--- config.mk ---
export PLATFORM = sky130hd
export DESIGN_NAME = hbsc_top
export DESIGN_NICKNAME = d
export VERILOG_FILES = /design/src/hw/hbsc_flags.v /design/src/hw/hbsc_sync.v /design/src/hw/hbsc_top.v
export VERILOG_INCLUDE_DIRS = /design/src /design/src/include
export SDC_FILE = /design/constraint.sdc
export NUM_CORES = 1
export LEC_CHECK = 0
export ABC_AREA = 1
export BUFFER_PORTS_ARGS = -buffer_cell sky130_fd_sc_hd__buf_4
export CAP_MARGIN = 20
export CORE_ASPECT_RATIO = 0.9
export CORE_UTILIZATION = 25
export CTS_CLUSTER_DIAMETER = 50
export DETAILED_ROUTE_END_ITERATION = 6
export MAX_ROUTING_LAYER = met4
export SLEW_MARGIN = 15
export SYNTH_ARGS = -nofsm -noshare
export SYNTH_HDL_FRONTEND = slang
export SYNTH_SLANG_ARGS = --single-unit
--- constraint.sdc ---
create_clock -name clk_sys -period 2.9 [get_ports clk_sys]
set_clock_uncertainty 0.05 [all_clocks]
set_input_delay 0.435 -clock clk_sys [delete_from_list [all_inputs] [get_ports clk_sys]]
set_output_delay 0.435 -clock clk_sys [all_outputs]
set_load 0.02 [all_outputs]
--- src/include/hbsc_defines.vh ---
// hbsc_defines.vh: constants of the half-bridge serial control block.
// assumes inclusion by bare name from the top design file of the block only.
`ifndef HBSC_DEFINES_VH
`define HBSC_DEFINES_VH

// frame and word geometry
`define HBSC_WORD_W            16
`define HBSC_NUM_SW            12
`define HBSC_CNT_W             5
`define HBSC_FRAME_BITS        5'h10

// control word field positions
`define HBSC_CTL_CLEAR         0
`define HBSC_CTL_SW_LO         1
`define HBSC_CTL_SW_HI         12
`define HBSC_CTL_OL_CHECK_N    13
`define HBSC_CTL_SHORT_SEL     14
`define HBSC_CTL_RUN           15

// status word field positions
`define HBSC_ST_PREWARN        0
`define HBSC_ST_SW_LO          1
`define HBSC_ST_SW_HI          12
`define HBSC_ST_SHORT          13
`define HBSC_ST_STANDBY        14
`define HBSC_ST_SUPPLY         15

// reset value and overtemperature status word
`define HBSC_CTL_RESET         16'hE000
`define HBSC_ALL_ONES          16'hFFFF

// timing: clock rate and short-circuit shutdown delays
`define HBSC_CLK_MHZ           100
`define HBSC_T_SHORT_LONG_US   12000
`define HBSC_T_SHORT_SHORT_US  1500
`define HBSC_SHORT_LONG_CYC    (`HBSC_T_SHORT_LONG_US * `HBSC_CLK_MHZ)
`define HBSC_SHORT_SHORT_CYC   (`HBSC_T_SHORT_SHORT_US * `HBSC_CLK_MHZ)
`define HBSC_TMR_W             21

`endif

--- src/hw/hbsc_flags.v ---
// hbsc_flags.v: bank of sticky fault flags with one shared clear pulse.
// assumes set and clear are on clk_sys; a set in the clear cycle wins.
`timescale 1ns/1ps
module hbsc_flags #(
    parameter                 W = 1
) (
    // clock and reset
    input  wire               clk_sys,
    input  wire               arst_n,
    // events and clear
    input  wire [W-1:0]       set,
    input  wire               clr,
    // flags
    output wire [W-1:0]       q
);
    reg  [W-1:0]              flag_q;
    wire [W-1:0]              flag_d;

    // set beats clear in the same cycle
    assign flag_d = (flag_q & ~{W{clr}}) | set;

    always @(posedge clk_sys or negedge arst_n) begin
        if (!arst_n) begin
            flag_q <= {W{1'b0}};
        end else begin
            flag_q <= flag_d;
        end
    end

    assign q = flag_q;
endmodule

--- src/hw/hbsc_sync.v ---
// hbsc_sync.v: two-flop synchroniser for a bundle of asynchronous levels.
// assumes each bit is an independent level; reset value is a parameter.
`timescale 1ns/1ps
module hbsc_sync #(
    parameter                 W       = 1,
    parameter [W-1:0]         RST_VAL = {W{1'b0}}
) (
    // clock and reset
    input  wire               clk_sys,
    input  wire               arst_n,
    // levels
    input  wire [W-1:0]       d_async,
    output wire [W-1:0]       q
);
    reg  [W-1:0]              meta_q;
    reg  [W-1:0]              sync_q;

    // first stage feeds only the second stage
    always @(posedge clk_sys or negedge arst_n) begin
        if (!arst_n) begin
            meta_q <= RST_VAL;
            sync_q <= RST_VAL;
        end else begin
            meta_q <= d_async;
            sync_q <= meta_q;
        end
    end

    assign q = sync_q;
endmodule

--- src/hw/hbsc_top.v ---
// hbsc_top.v: serial control and status port of a six half-bridge driver.
// assumes the link pins and the analog detector levels are asynchronous to
// clk_sys and that the serial clock is far slower than clk_sys.
`timescale 1ns/1ps
`include "hbsc_defines.vh"
module hbsc_top #(
    parameter                 SHORT_LONG_CYC  = `HBSC_SHORT_LONG_CYC,
    parameter                 SHORT_SHORT_CYC = `HBSC_SHORT_SHORT_CYC
) (
    // clock and reset
    input  wire               clk_sys,
    input  wire               arst_n,
    // serial link pins
    input  wire               sclk,
    input  wire               cs_n,
    input  wire               serial_in,
    output wire               serial_out,
    output wire               serial_out_oe,
    // hardware standby pin
    input  wire               hard_standby_pin,
    // detector levels from the analog section
    input  wire               temp_prewarn_in,
    input  wire               overtemp_in,
    input  wire               load_supply_low_in,
    input  wire [11:0]        open_load_in,
    input  wire [11:0]        current_limit_in,
    // output stage controls
    output wire [5:0]         low_side_on,
    output wire [5:0]         high_side_on,
    output wire               open_load_check_n,
    output wire               short_delay_select,
    output wire               standby,
    output wire               status_clear_request
);
    localparam                NSYNC = 31;
    localparam [NSYNC-1:0]    SYNC_RST = {{29{1'b0}}, 1'b1, 1'b0};

    // positions of each level inside the synchroniser bundle
    localparam                SI_SCLK     = 0;
    localparam                SI_CS_N     = 1;
    localparam                SI_DATA     = 2;
    localparam                SI_STANDBY  = 3;
    localparam                SI_PREWARN  = 4;
    localparam                SI_OVERTEMP = 5;
    localparam                SI_SUPPLY   = 6;
    localparam                SI_OPEN     = 7;
    localparam                SI_LIMIT    = 19;

    // flag bank: twelve short trips, then supply fail and overtemperature
    localparam                FL_SUPPLY   = 12;
    localparam                FL_OT       = 13;

    // synchronised pins and detector levels
    wire [NSYNC-1:0]          sync_q;
    wire                      sclk_s;
    wire                      cs_n_s;
    wire                      serial_in_s;
    wire                      hard_standby_pin_s;
    wire                      prewarn_s;
    wire                      overtemp_s;
    wire                      supply_low_s;
    wire [11:0]               open_load_s;
    wire [11:0]               limit_s;

    // edge detection state
    reg                       sclk_d_q;
    reg                       cs_n_d_q;
    wire                      sclk_rise;
    wire                      sclk_fall;
    wire                      cs_fall;
    wire                      cs_rise;
    wire                      in_frame;

    // frame state
    reg  [15:0]               rx_q;
    reg  [15:0]               tx_q;
    reg  [`HBSC_CNT_W-1:0]    bit_cnt_q;
    reg                       last_in_q;
    reg                       oe_q;
    reg  [15:0]               ctrl_q;
    reg                       clear_q;

    // protection and status
    wire [13:0]               flag_set;
    wire [13:0]               flag_q;
    wire [11:0]               short_trip;
    wire                      short_any;
    wire                      ot_flag;
    wire                      supply_flag;
    wire                      run_ok;
    wire                      drive_en;
    wire [11:0]               sw_cmd;
    reg  [11:0]               sw_on_q;
    reg  [15:0]               status_w;
    reg                       standby_q;

    // every input from outside the clock domain passes two flops
    hbsc_sync #(
        .W       (NSYNC),
        .RST_VAL (SYNC_RST)
    ) u_sync (
        .clk_sys (clk_sys),
        .arst_n  (arst_n),
        .d_async ({current_limit_in, open_load_in, load_supply_low_in, overtemp_in,
                   temp_prewarn_in, hard_standby_pin, serial_in, cs_n, sclk}),
        .q       (sync_q)
    );

    assign sclk_s             = sync_q[SI_SCLK];
    assign cs_n_s             = sync_q[SI_CS_N];
    assign serial_in_s        = sync_q[SI_DATA];
    assign hard_standby_pin_s = sync_q[SI_STANDBY];
    assign prewarn_s          = sync_q[SI_PREWARN];
    assign overtemp_s         = sync_q[SI_OVERTEMP];
    assign supply_low_s       = sync_q[SI_SUPPLY];
    assign open_load_s        = sync_q[SI_OPEN+11:SI_OPEN];
    assign limit_s            = sync_q[SI_LIMIT+11:SI_LIMIT];

    // edge finders on the synchronised link lines
    // reset values equal the idle levels, so no false edge follows reset
    always @(posedge clk_sys or negedge arst_n) begin
        if (!arst_n) begin
            sclk_d_q <= 1'b0;
            cs_n_d_q <= 1'b1;
        end else begin
            sclk_d_q <= sclk_s;
            cs_n_d_q <= cs_n_s;
        end
    end

    // one rule for what counts as an edge on a synchronised line
    function edge_seen;
        input                 prev;
        input                 cur;
        input                 rising;
        begin
            if (rising) begin
                edge_seen = ~prev & cur;
            end else begin
                edge_seen = prev & ~cur;
            end
        end
    endfunction

    assign cs_fall   = edge_seen(cs_n_d_q, cs_n_s, 1'b0);
    assign cs_rise   = edge_seen(cs_n_d_q, cs_n_s, 1'b1);
    assign in_frame  = ~cs_n_d_q & ~cs_n_s;
    assign sclk_fall = in_frame & edge_seen(sclk_d_q, sclk_s, 1'b0);
    assign sclk_rise = in_frame & edge_seen(sclk_d_q, sclk_s, 1'b1);

    // status word assembly
    always @* begin
        status_w = 16'h0000;
        status_w[`HBSC_ST_PREWARN] = prewarn_s;
        status_w[`HBSC_ST_SHORT]   = short_any;
        status_w[`HBSC_ST_STANDBY] = ~run_ok;
        status_w[`HBSC_ST_SUPPLY]  = supply_flag;
        // normal mode shows the real drive, after standby and fault gating
        status_w[`HBSC_ST_SW_HI:`HBSC_ST_SW_LO] = sw_on_q;
        if (!ctrl_q[`HBSC_CTL_OL_CHECK_N]) begin
            // open load only on outputs that are off
            status_w[`HBSC_ST_SW_HI:`HBSC_ST_SW_LO] = open_load_s & ~sw_on_q;
        end
        // overtemperature overrides every field so the host cannot miss it
        if (ot_flag) begin
            status_w = `HBSC_ALL_ONES;
        end
    end

    // a frame counts only once all sixteen bits have been sampled
    function frame_complete;
        input [`HBSC_CNT_W-1:0] cnt;
        begin
            frame_complete = (cnt == `HBSC_FRAME_BITS);
        end
    endfunction

    // receive shifter and bit counter; idle while deselected
    always @(posedge clk_sys or negedge arst_n) begin
        if (!arst_n) begin
            rx_q      <= 16'h0000;
            bit_cnt_q <= {`HBSC_CNT_W{1'b0}};
            last_in_q <= 1'b0;
        end else if (cs_fall) begin
            bit_cnt_q <= {`HBSC_CNT_W{1'b0}};
        end else if (sclk_fall) begin
            // new bit enters at the top so bit 0 ends at the bottom
            rx_q      <= {serial_in_s, rx_q[15:1]};
            last_in_q <= serial_in_s;
            // a longer frame keeps shifting; the last sixteen bits count
            if (!frame_complete(bit_cnt_q)) begin
                bit_cnt_q <= bit_cnt_q + 5'h01;
            end
        end
    end

    // transmit shifter and output enable
    always @(posedge clk_sys or negedge arst_n) begin
        if (!arst_n) begin
            tx_q <= 16'h0000;
            oe_q <= 1'b0;
        end else if (cs_fall) begin
            tx_q <= status_w;
            oe_q <= 1'b1;
        end else if (cs_rise) begin
            oe_q <= 1'b0;
        end else if (sclk_rise && bit_cnt_q != {`HBSC_CNT_W{1'b0}}) begin
            // the first rise finds bit 0 already on the line; shifting
            // there would lose it before the host has taken it
            // advance after the first sample; received bits follow for chaining
            tx_q <= {last_in_q, tx_q[15:1]};
        end
    end

    assign serial_out    = tx_q[0];
    assign serial_out_oe = oe_q;

    // control word takes effect only on a complete frame
    always @(posedge clk_sys or negedge arst_n) begin
        if (!arst_n) begin
            ctrl_q  <= `HBSC_CTL_RESET;
            clear_q <= 1'b0;
        end else begin
            clear_q <= 1'b0;
            // the clear bit leaves only a one-cycle pulse behind
            if (cs_rise && frame_complete(bit_cnt_q)) begin
                ctrl_q  <= rx_q;
                clear_q <= rx_q[`HBSC_CTL_CLEAR];
            end
            // a shorter frame leaves ctrl_q and the flags untouched
        end
    end

    // standby from software bit and hardware pin
    assign run_ok   = ctrl_q[`HBSC_CTL_RUN] & hard_standby_pin_s;
    // undervoltage and overtemperature gate the drive, not the command
    assign drive_en = run_ok & ~ot_flag & ~supply_low_s;
    assign sw_cmd   = ctrl_q[`HBSC_CTL_SW_HI:`HBSC_CTL_SW_LO];

    // standby output registered so the analog section sees a clean level
    always @(posedge clk_sys or negedge arst_n) begin
        if (!arst_n) begin
            standby_q <= 1'b1;
        end else begin
            standby_q <= ~run_ok;
        end
    end

    // registered switch drive; bit 2k is low side, 2k+1 high side
    always @(posedge clk_sys or negedge arst_n) begin
        if (!arst_n) begin
            sw_on_q <= 12'h000;
        end else begin
            sw_on_q <= sw_cmd & {12{drive_en}} & ~short_trip;
        end
    end

    genvar g;
    generate
        for (g = 0; g < 6; g = g + 1) begin : g_bridge
            assign low_side_on[g]  = sw_on_q[2*g];
            assign high_side_on[g] = sw_on_q[2*g+1];
        end
    endgenerate

    // short-circuit timers, one per switch, delay picked by control bit
    generate
        for (g = 0; g < `HBSC_NUM_SW; g = g + 1) begin : g_short
            reg  [`HBSC_TMR_W-1:0] tmr_q;
            wire [`HBSC_TMR_W-1:0] limit_cyc;
            wire                   hit;

            assign limit_cyc = ctrl_q[`HBSC_CTL_SHORT_SEL] ?
                               SHORT_LONG_CYC[`HBSC_TMR_W-1:0] :
                               SHORT_SHORT_CYC[`HBSC_TMR_W-1:0];
            // prewarning during a short trips at once
            assign hit = sw_on_q[g] & limit_s[g] &
                         (prewarn_s | (tmr_q >= limit_cyc - 21'h000001));
            assign flag_set[g] = hit;

            // the count restarts whenever the current limit lets go
            always @(posedge clk_sys or negedge arst_n) begin
                if (!arst_n) begin
                    tmr_q <= {`HBSC_TMR_W{1'b0}};
                end else if (sw_on_q[g] & limit_s[g] & ~hit) begin
                    tmr_q <= tmr_q + 21'h000001;
                end else begin
                    tmr_q <= {`HBSC_TMR_W{1'b0}};
                end
            end
        end
    endgenerate

    // supply fail and overtemperature events
    assign flag_set[FL_SUPPLY] = supply_low_s;
    assign flag_set[FL_OT]     = overtemp_s;

    // sticky faults cleared by a written clear bit
    // a set in the clear cycle survives, so no event is lost
    hbsc_flags #(
        .W       (14)
    ) u_flags (
        .clk_sys (clk_sys),
        .arst_n  (arst_n),
        .set     (flag_set),
        .clr     (clear_q),
        .q       (flag_q)
    );

    assign short_trip  = flag_q[11:0];
    assign short_any   = |flag_q[11:0];
    assign supply_flag = flag_q[FL_SUPPLY];
    assign ot_flag     = flag_q[FL_OT];

    // control fields straight to the analog section; standby_q and clear_q registered
    assign open_load_check_n    = ctrl_q[`HBSC_CTL_OL_CHECK_N];
    assign short_delay_select   = ctrl_q[`HBSC_CTL_SHORT_SEL];
    assign standby              = standby_q;
    assign status_clear_request = clear_q;
endmodule

==> metrics.md <==
| Metric | Value |
|---|---|
| Status | finished clean |
| Yosys cell types | 36 |
| Min Tclk post-route | approximately 2.6 ns |
| Max Buffers Root-to-Sink | 3 |
| Final Non-Filler Cells | 3971 |
| Startpoint Class | flop |
| Final slew viol count | 0 |
| Final nets | a little under 3000 |
| Power per Cell Area | roughly 530 nW/um^2 |
| CTS resizes | 0 |
| Syn Nets | ~2800 |
| Share of cells above drive strength 1 | a little under 9% |
| Area contributors post-synth | dfrtp_1, nand2_1, nor2_1 |
| Final hold vios | 0 |
| I/O Buffers | 50 |
| Num CTS Buffers | between 50 and 60 |
| Initial DRC count | 1266 |
| Hold-fix buffers, CTS | 32 |
| Core ar. | around 84000 sq um |
| Post-Synthesis Cells | around 2700 |
| Post-CTS Setup Bufs | 0 |
| Post-synth top area share | between 40% and 50% |
| CTS tree | yes |
| Final Cycle Share | about 89% |
| Most frequent cell after synthesis | nand2_1 |
| HPWL Detailed | between 30 and 40 mm |
| Comb power frac | under 10% |
| Min-Delay Path Class | input port to asynchronous set/reset pin |
| Synth Area per Inst | ~8 sq um |
| Predominant post-synthesis flop cell | dfrtp_1 |
| VDD IR max | between 0.0004 and 0.0005 V |
| GRT Total Usage | about an eighth |
| Share of synthesized flip-flops with an asynchronous set or reset | 100.0% |
| Clk pwr share | between 50 and 60% |
| Ant diodes | 0 |
| Largest net degree at the start of global routing | 97 |
| Wirelength per Cell | 12.69 um |
| Crit path DAT | ~3.0 ns |
| Post-placement cell count | about 3800 |
| Initial antenna violation count | 2 |
| I/O pin cnt | 51 |
| Die height | 279.1 um |
| Post-synth EDFFs | 0 |
| Rel. slew slack | between 50% and 60% |
| Core Util, Final | roughly 30% |
| Area grow syn2layout | 19.03% |
| Final WL | 50.38 mm |
| Clock Pin Slew Worst Setup and Hold Paths | ~0.06 ns |
| Peak Freq | about 390 MHz |
| Biggest area consumer among synthesized cells | dfrtp_1 |
| Setup violations, final | 0 |
| Sequential share of the synthesized area | around 47% |
| Internal power | between 0.01 and 0.015 W |
| Grt ovf | 0 |
| Detailed-route vias per instance | 4.278 |
| Clock sink count | around 400 |
| Placement Setup Slack | about 0.37 ns |
| First-pass GRT wire length | 84.70 mm |
| Crit Path Class | flop to flop |
| Req. time, crit path | ~3.4 ns |
| Setup total negative slack | 0 ns |
| CP Max Fanout | 32 |
| Sw frac | around a quarter |
| Die area | 86490 sq um |
| Chip width | a little over 300 um |
| CP endpoint kind | flop |
| Top cells by count, synth | nand2_1, nor2_1, dfrtp_1 |
| MaxCap Viol Count | 0 |
| Root buffer cell | clkbuf_16 |
| Power, Total | between 0.01 and 0.015 W |
| Initial Util | 25.27% |
| Final setup margin | approximately 0.32 ns |
| Placer Congestion | 0.9036 |
| Vias | about 17000 |
| Sequential Power Share | a little over two fifths |
| Vias in the first global route | 16380 |
| Ys Warns | 0 |
| Worst-Margin Slew | about 0.74 ns |
| Antenna Violating Nets Remaining | 0 |
| Static Leak | between 10 and 15 nW |
| Skew-Pair Late Insertion Delay | ~0.64 ns |
| P_sw | 0.003210 W |
| Std cell rows | 101 |
| DRC | 0 |
| Unrepaired setup endpoints after global routing | false |
| Clock H-tree levels | 2 |
| Synthesized area | approximately 21000 sq um |
| #FFs+latches synth | between 300 and 400 |
| DR pass1 iterations | 5 |
[logic make-up after synthesis]
logic type | after synthesis | synth area share (%)
buf+inv | 358 | 6.887
xor+xnor | 179 | 7.350
fa+ha+maj | 77 | 4.517
flops | 397 | 46.62
simple gates | 1530 | 31.20
compound gates | 131 | 3.273
mux | 3 | 0.1584
[path summary, 6_finish.rpt]
check / startpoint / endpoint / slack (ns) / cells after the start
setup / recovery: ctrl_q[14] / g_short[6].tmr_q[8] / 0.32 / 10
hold / removal: arst_n / u_sync.meta_q[4] / 0.28 / 2
setup reg to reg: ctrl_q[14] / g_short[6].tmr_q[8] / 0.32 / 10
hold reg to reg: u_sync.meta_q[5] / u_sync.q[5] / 0.30 / 0
max in group asynchronous: arst_n / g_short[7].tmr_q[9] / 1.65 / 3
min in group clk_sys: u_sync.meta_q[5] / u_sync.q[5] / 0.30 / 0
[power groups by stage]
stage	sequential (W)	combinational [W]	clock [W]
floorplan	0.00588	0.000179	0
global placement	0.00592	0.000404	0
detailed placement	0.00592	0.000412	0
CTS	0.00583	0.000449	0.00739
global route	0.00584	0.000500	0.00761
finish	0.00583	0.000432	0.00718
[per-layer routing]
layer	track usage, %	wire length, um
met4	3.208	1155
met2	17.54	21240
met3	2.330	2491
met1	17.39	25490
met5	-	0
[stage by stage]
step | hold slack, ns | cell area (sq um)
2_1_floorplan | 0.08941 | 21330
3_3_place_gp | 0.2839 | 23060
3_5_place_dp | 0.2847 | 23060
4_1_cts | 0.2717 | 25390
5_1_grt | 0.2933 | 25390
6_report | 0.2778 | 25390
[flip-flops by register name (all words and copies together), names as in the netlist]
register	cells
g_short.tmr_q	252
sw_on_q	12
u_sync.meta_q	31
u_sync.q	31
sclk_d_q	1
cs_n_d_q	1
tx_q	16
u_flags.q	14
serial_out_oe	1
standby	1
ctrl_q	15
bit_cnt_q	5
rx_q	16
status_clear_request	1
[cells in the final DEF, fill, tap and decap left out, drive strengths merged]
master,n
xnor2,21
nand3,155
nand3b,10
nor3,144
o22ai,15
nor4,5
clkinvlp,6
bufinv,6
ha,77
a21oi,24
nand4,60
o21bai,6
inv,331
nand2,631
xor2,158
mux2,3
dlygate4sd3,32
buf,68
clkbuf,67
clkinv,11
dfstp,7
dfrtp,390
a21o,1
nor3b,3
or2,5
a211oi,1
nor2,517
o21ai,84
[area by class of cell]
type	instances	area, sq um
clock buffers	67	1503
flip-flops and latches	397	9943
clock inverters	37	501.7
well taps	1133	1418
repair buffers	100	913.4
fillers	9066	59030
inverters	317	1190
multi-input cells	1920	9920
[critical path, cell delays in order (launching register included)]
cell     delay, ns
dfstp_2       0.53
inv_2         0.18
buf_12        0.25
ha_1          0.33
nand4_1       0.12
nor2_1        0.08
nand2_1       0.06
nor2_1        0.04
nor2_1        0.14
nand3_2       0.41
nor2_1        0.22
Power figures use the tool's default switching activity.
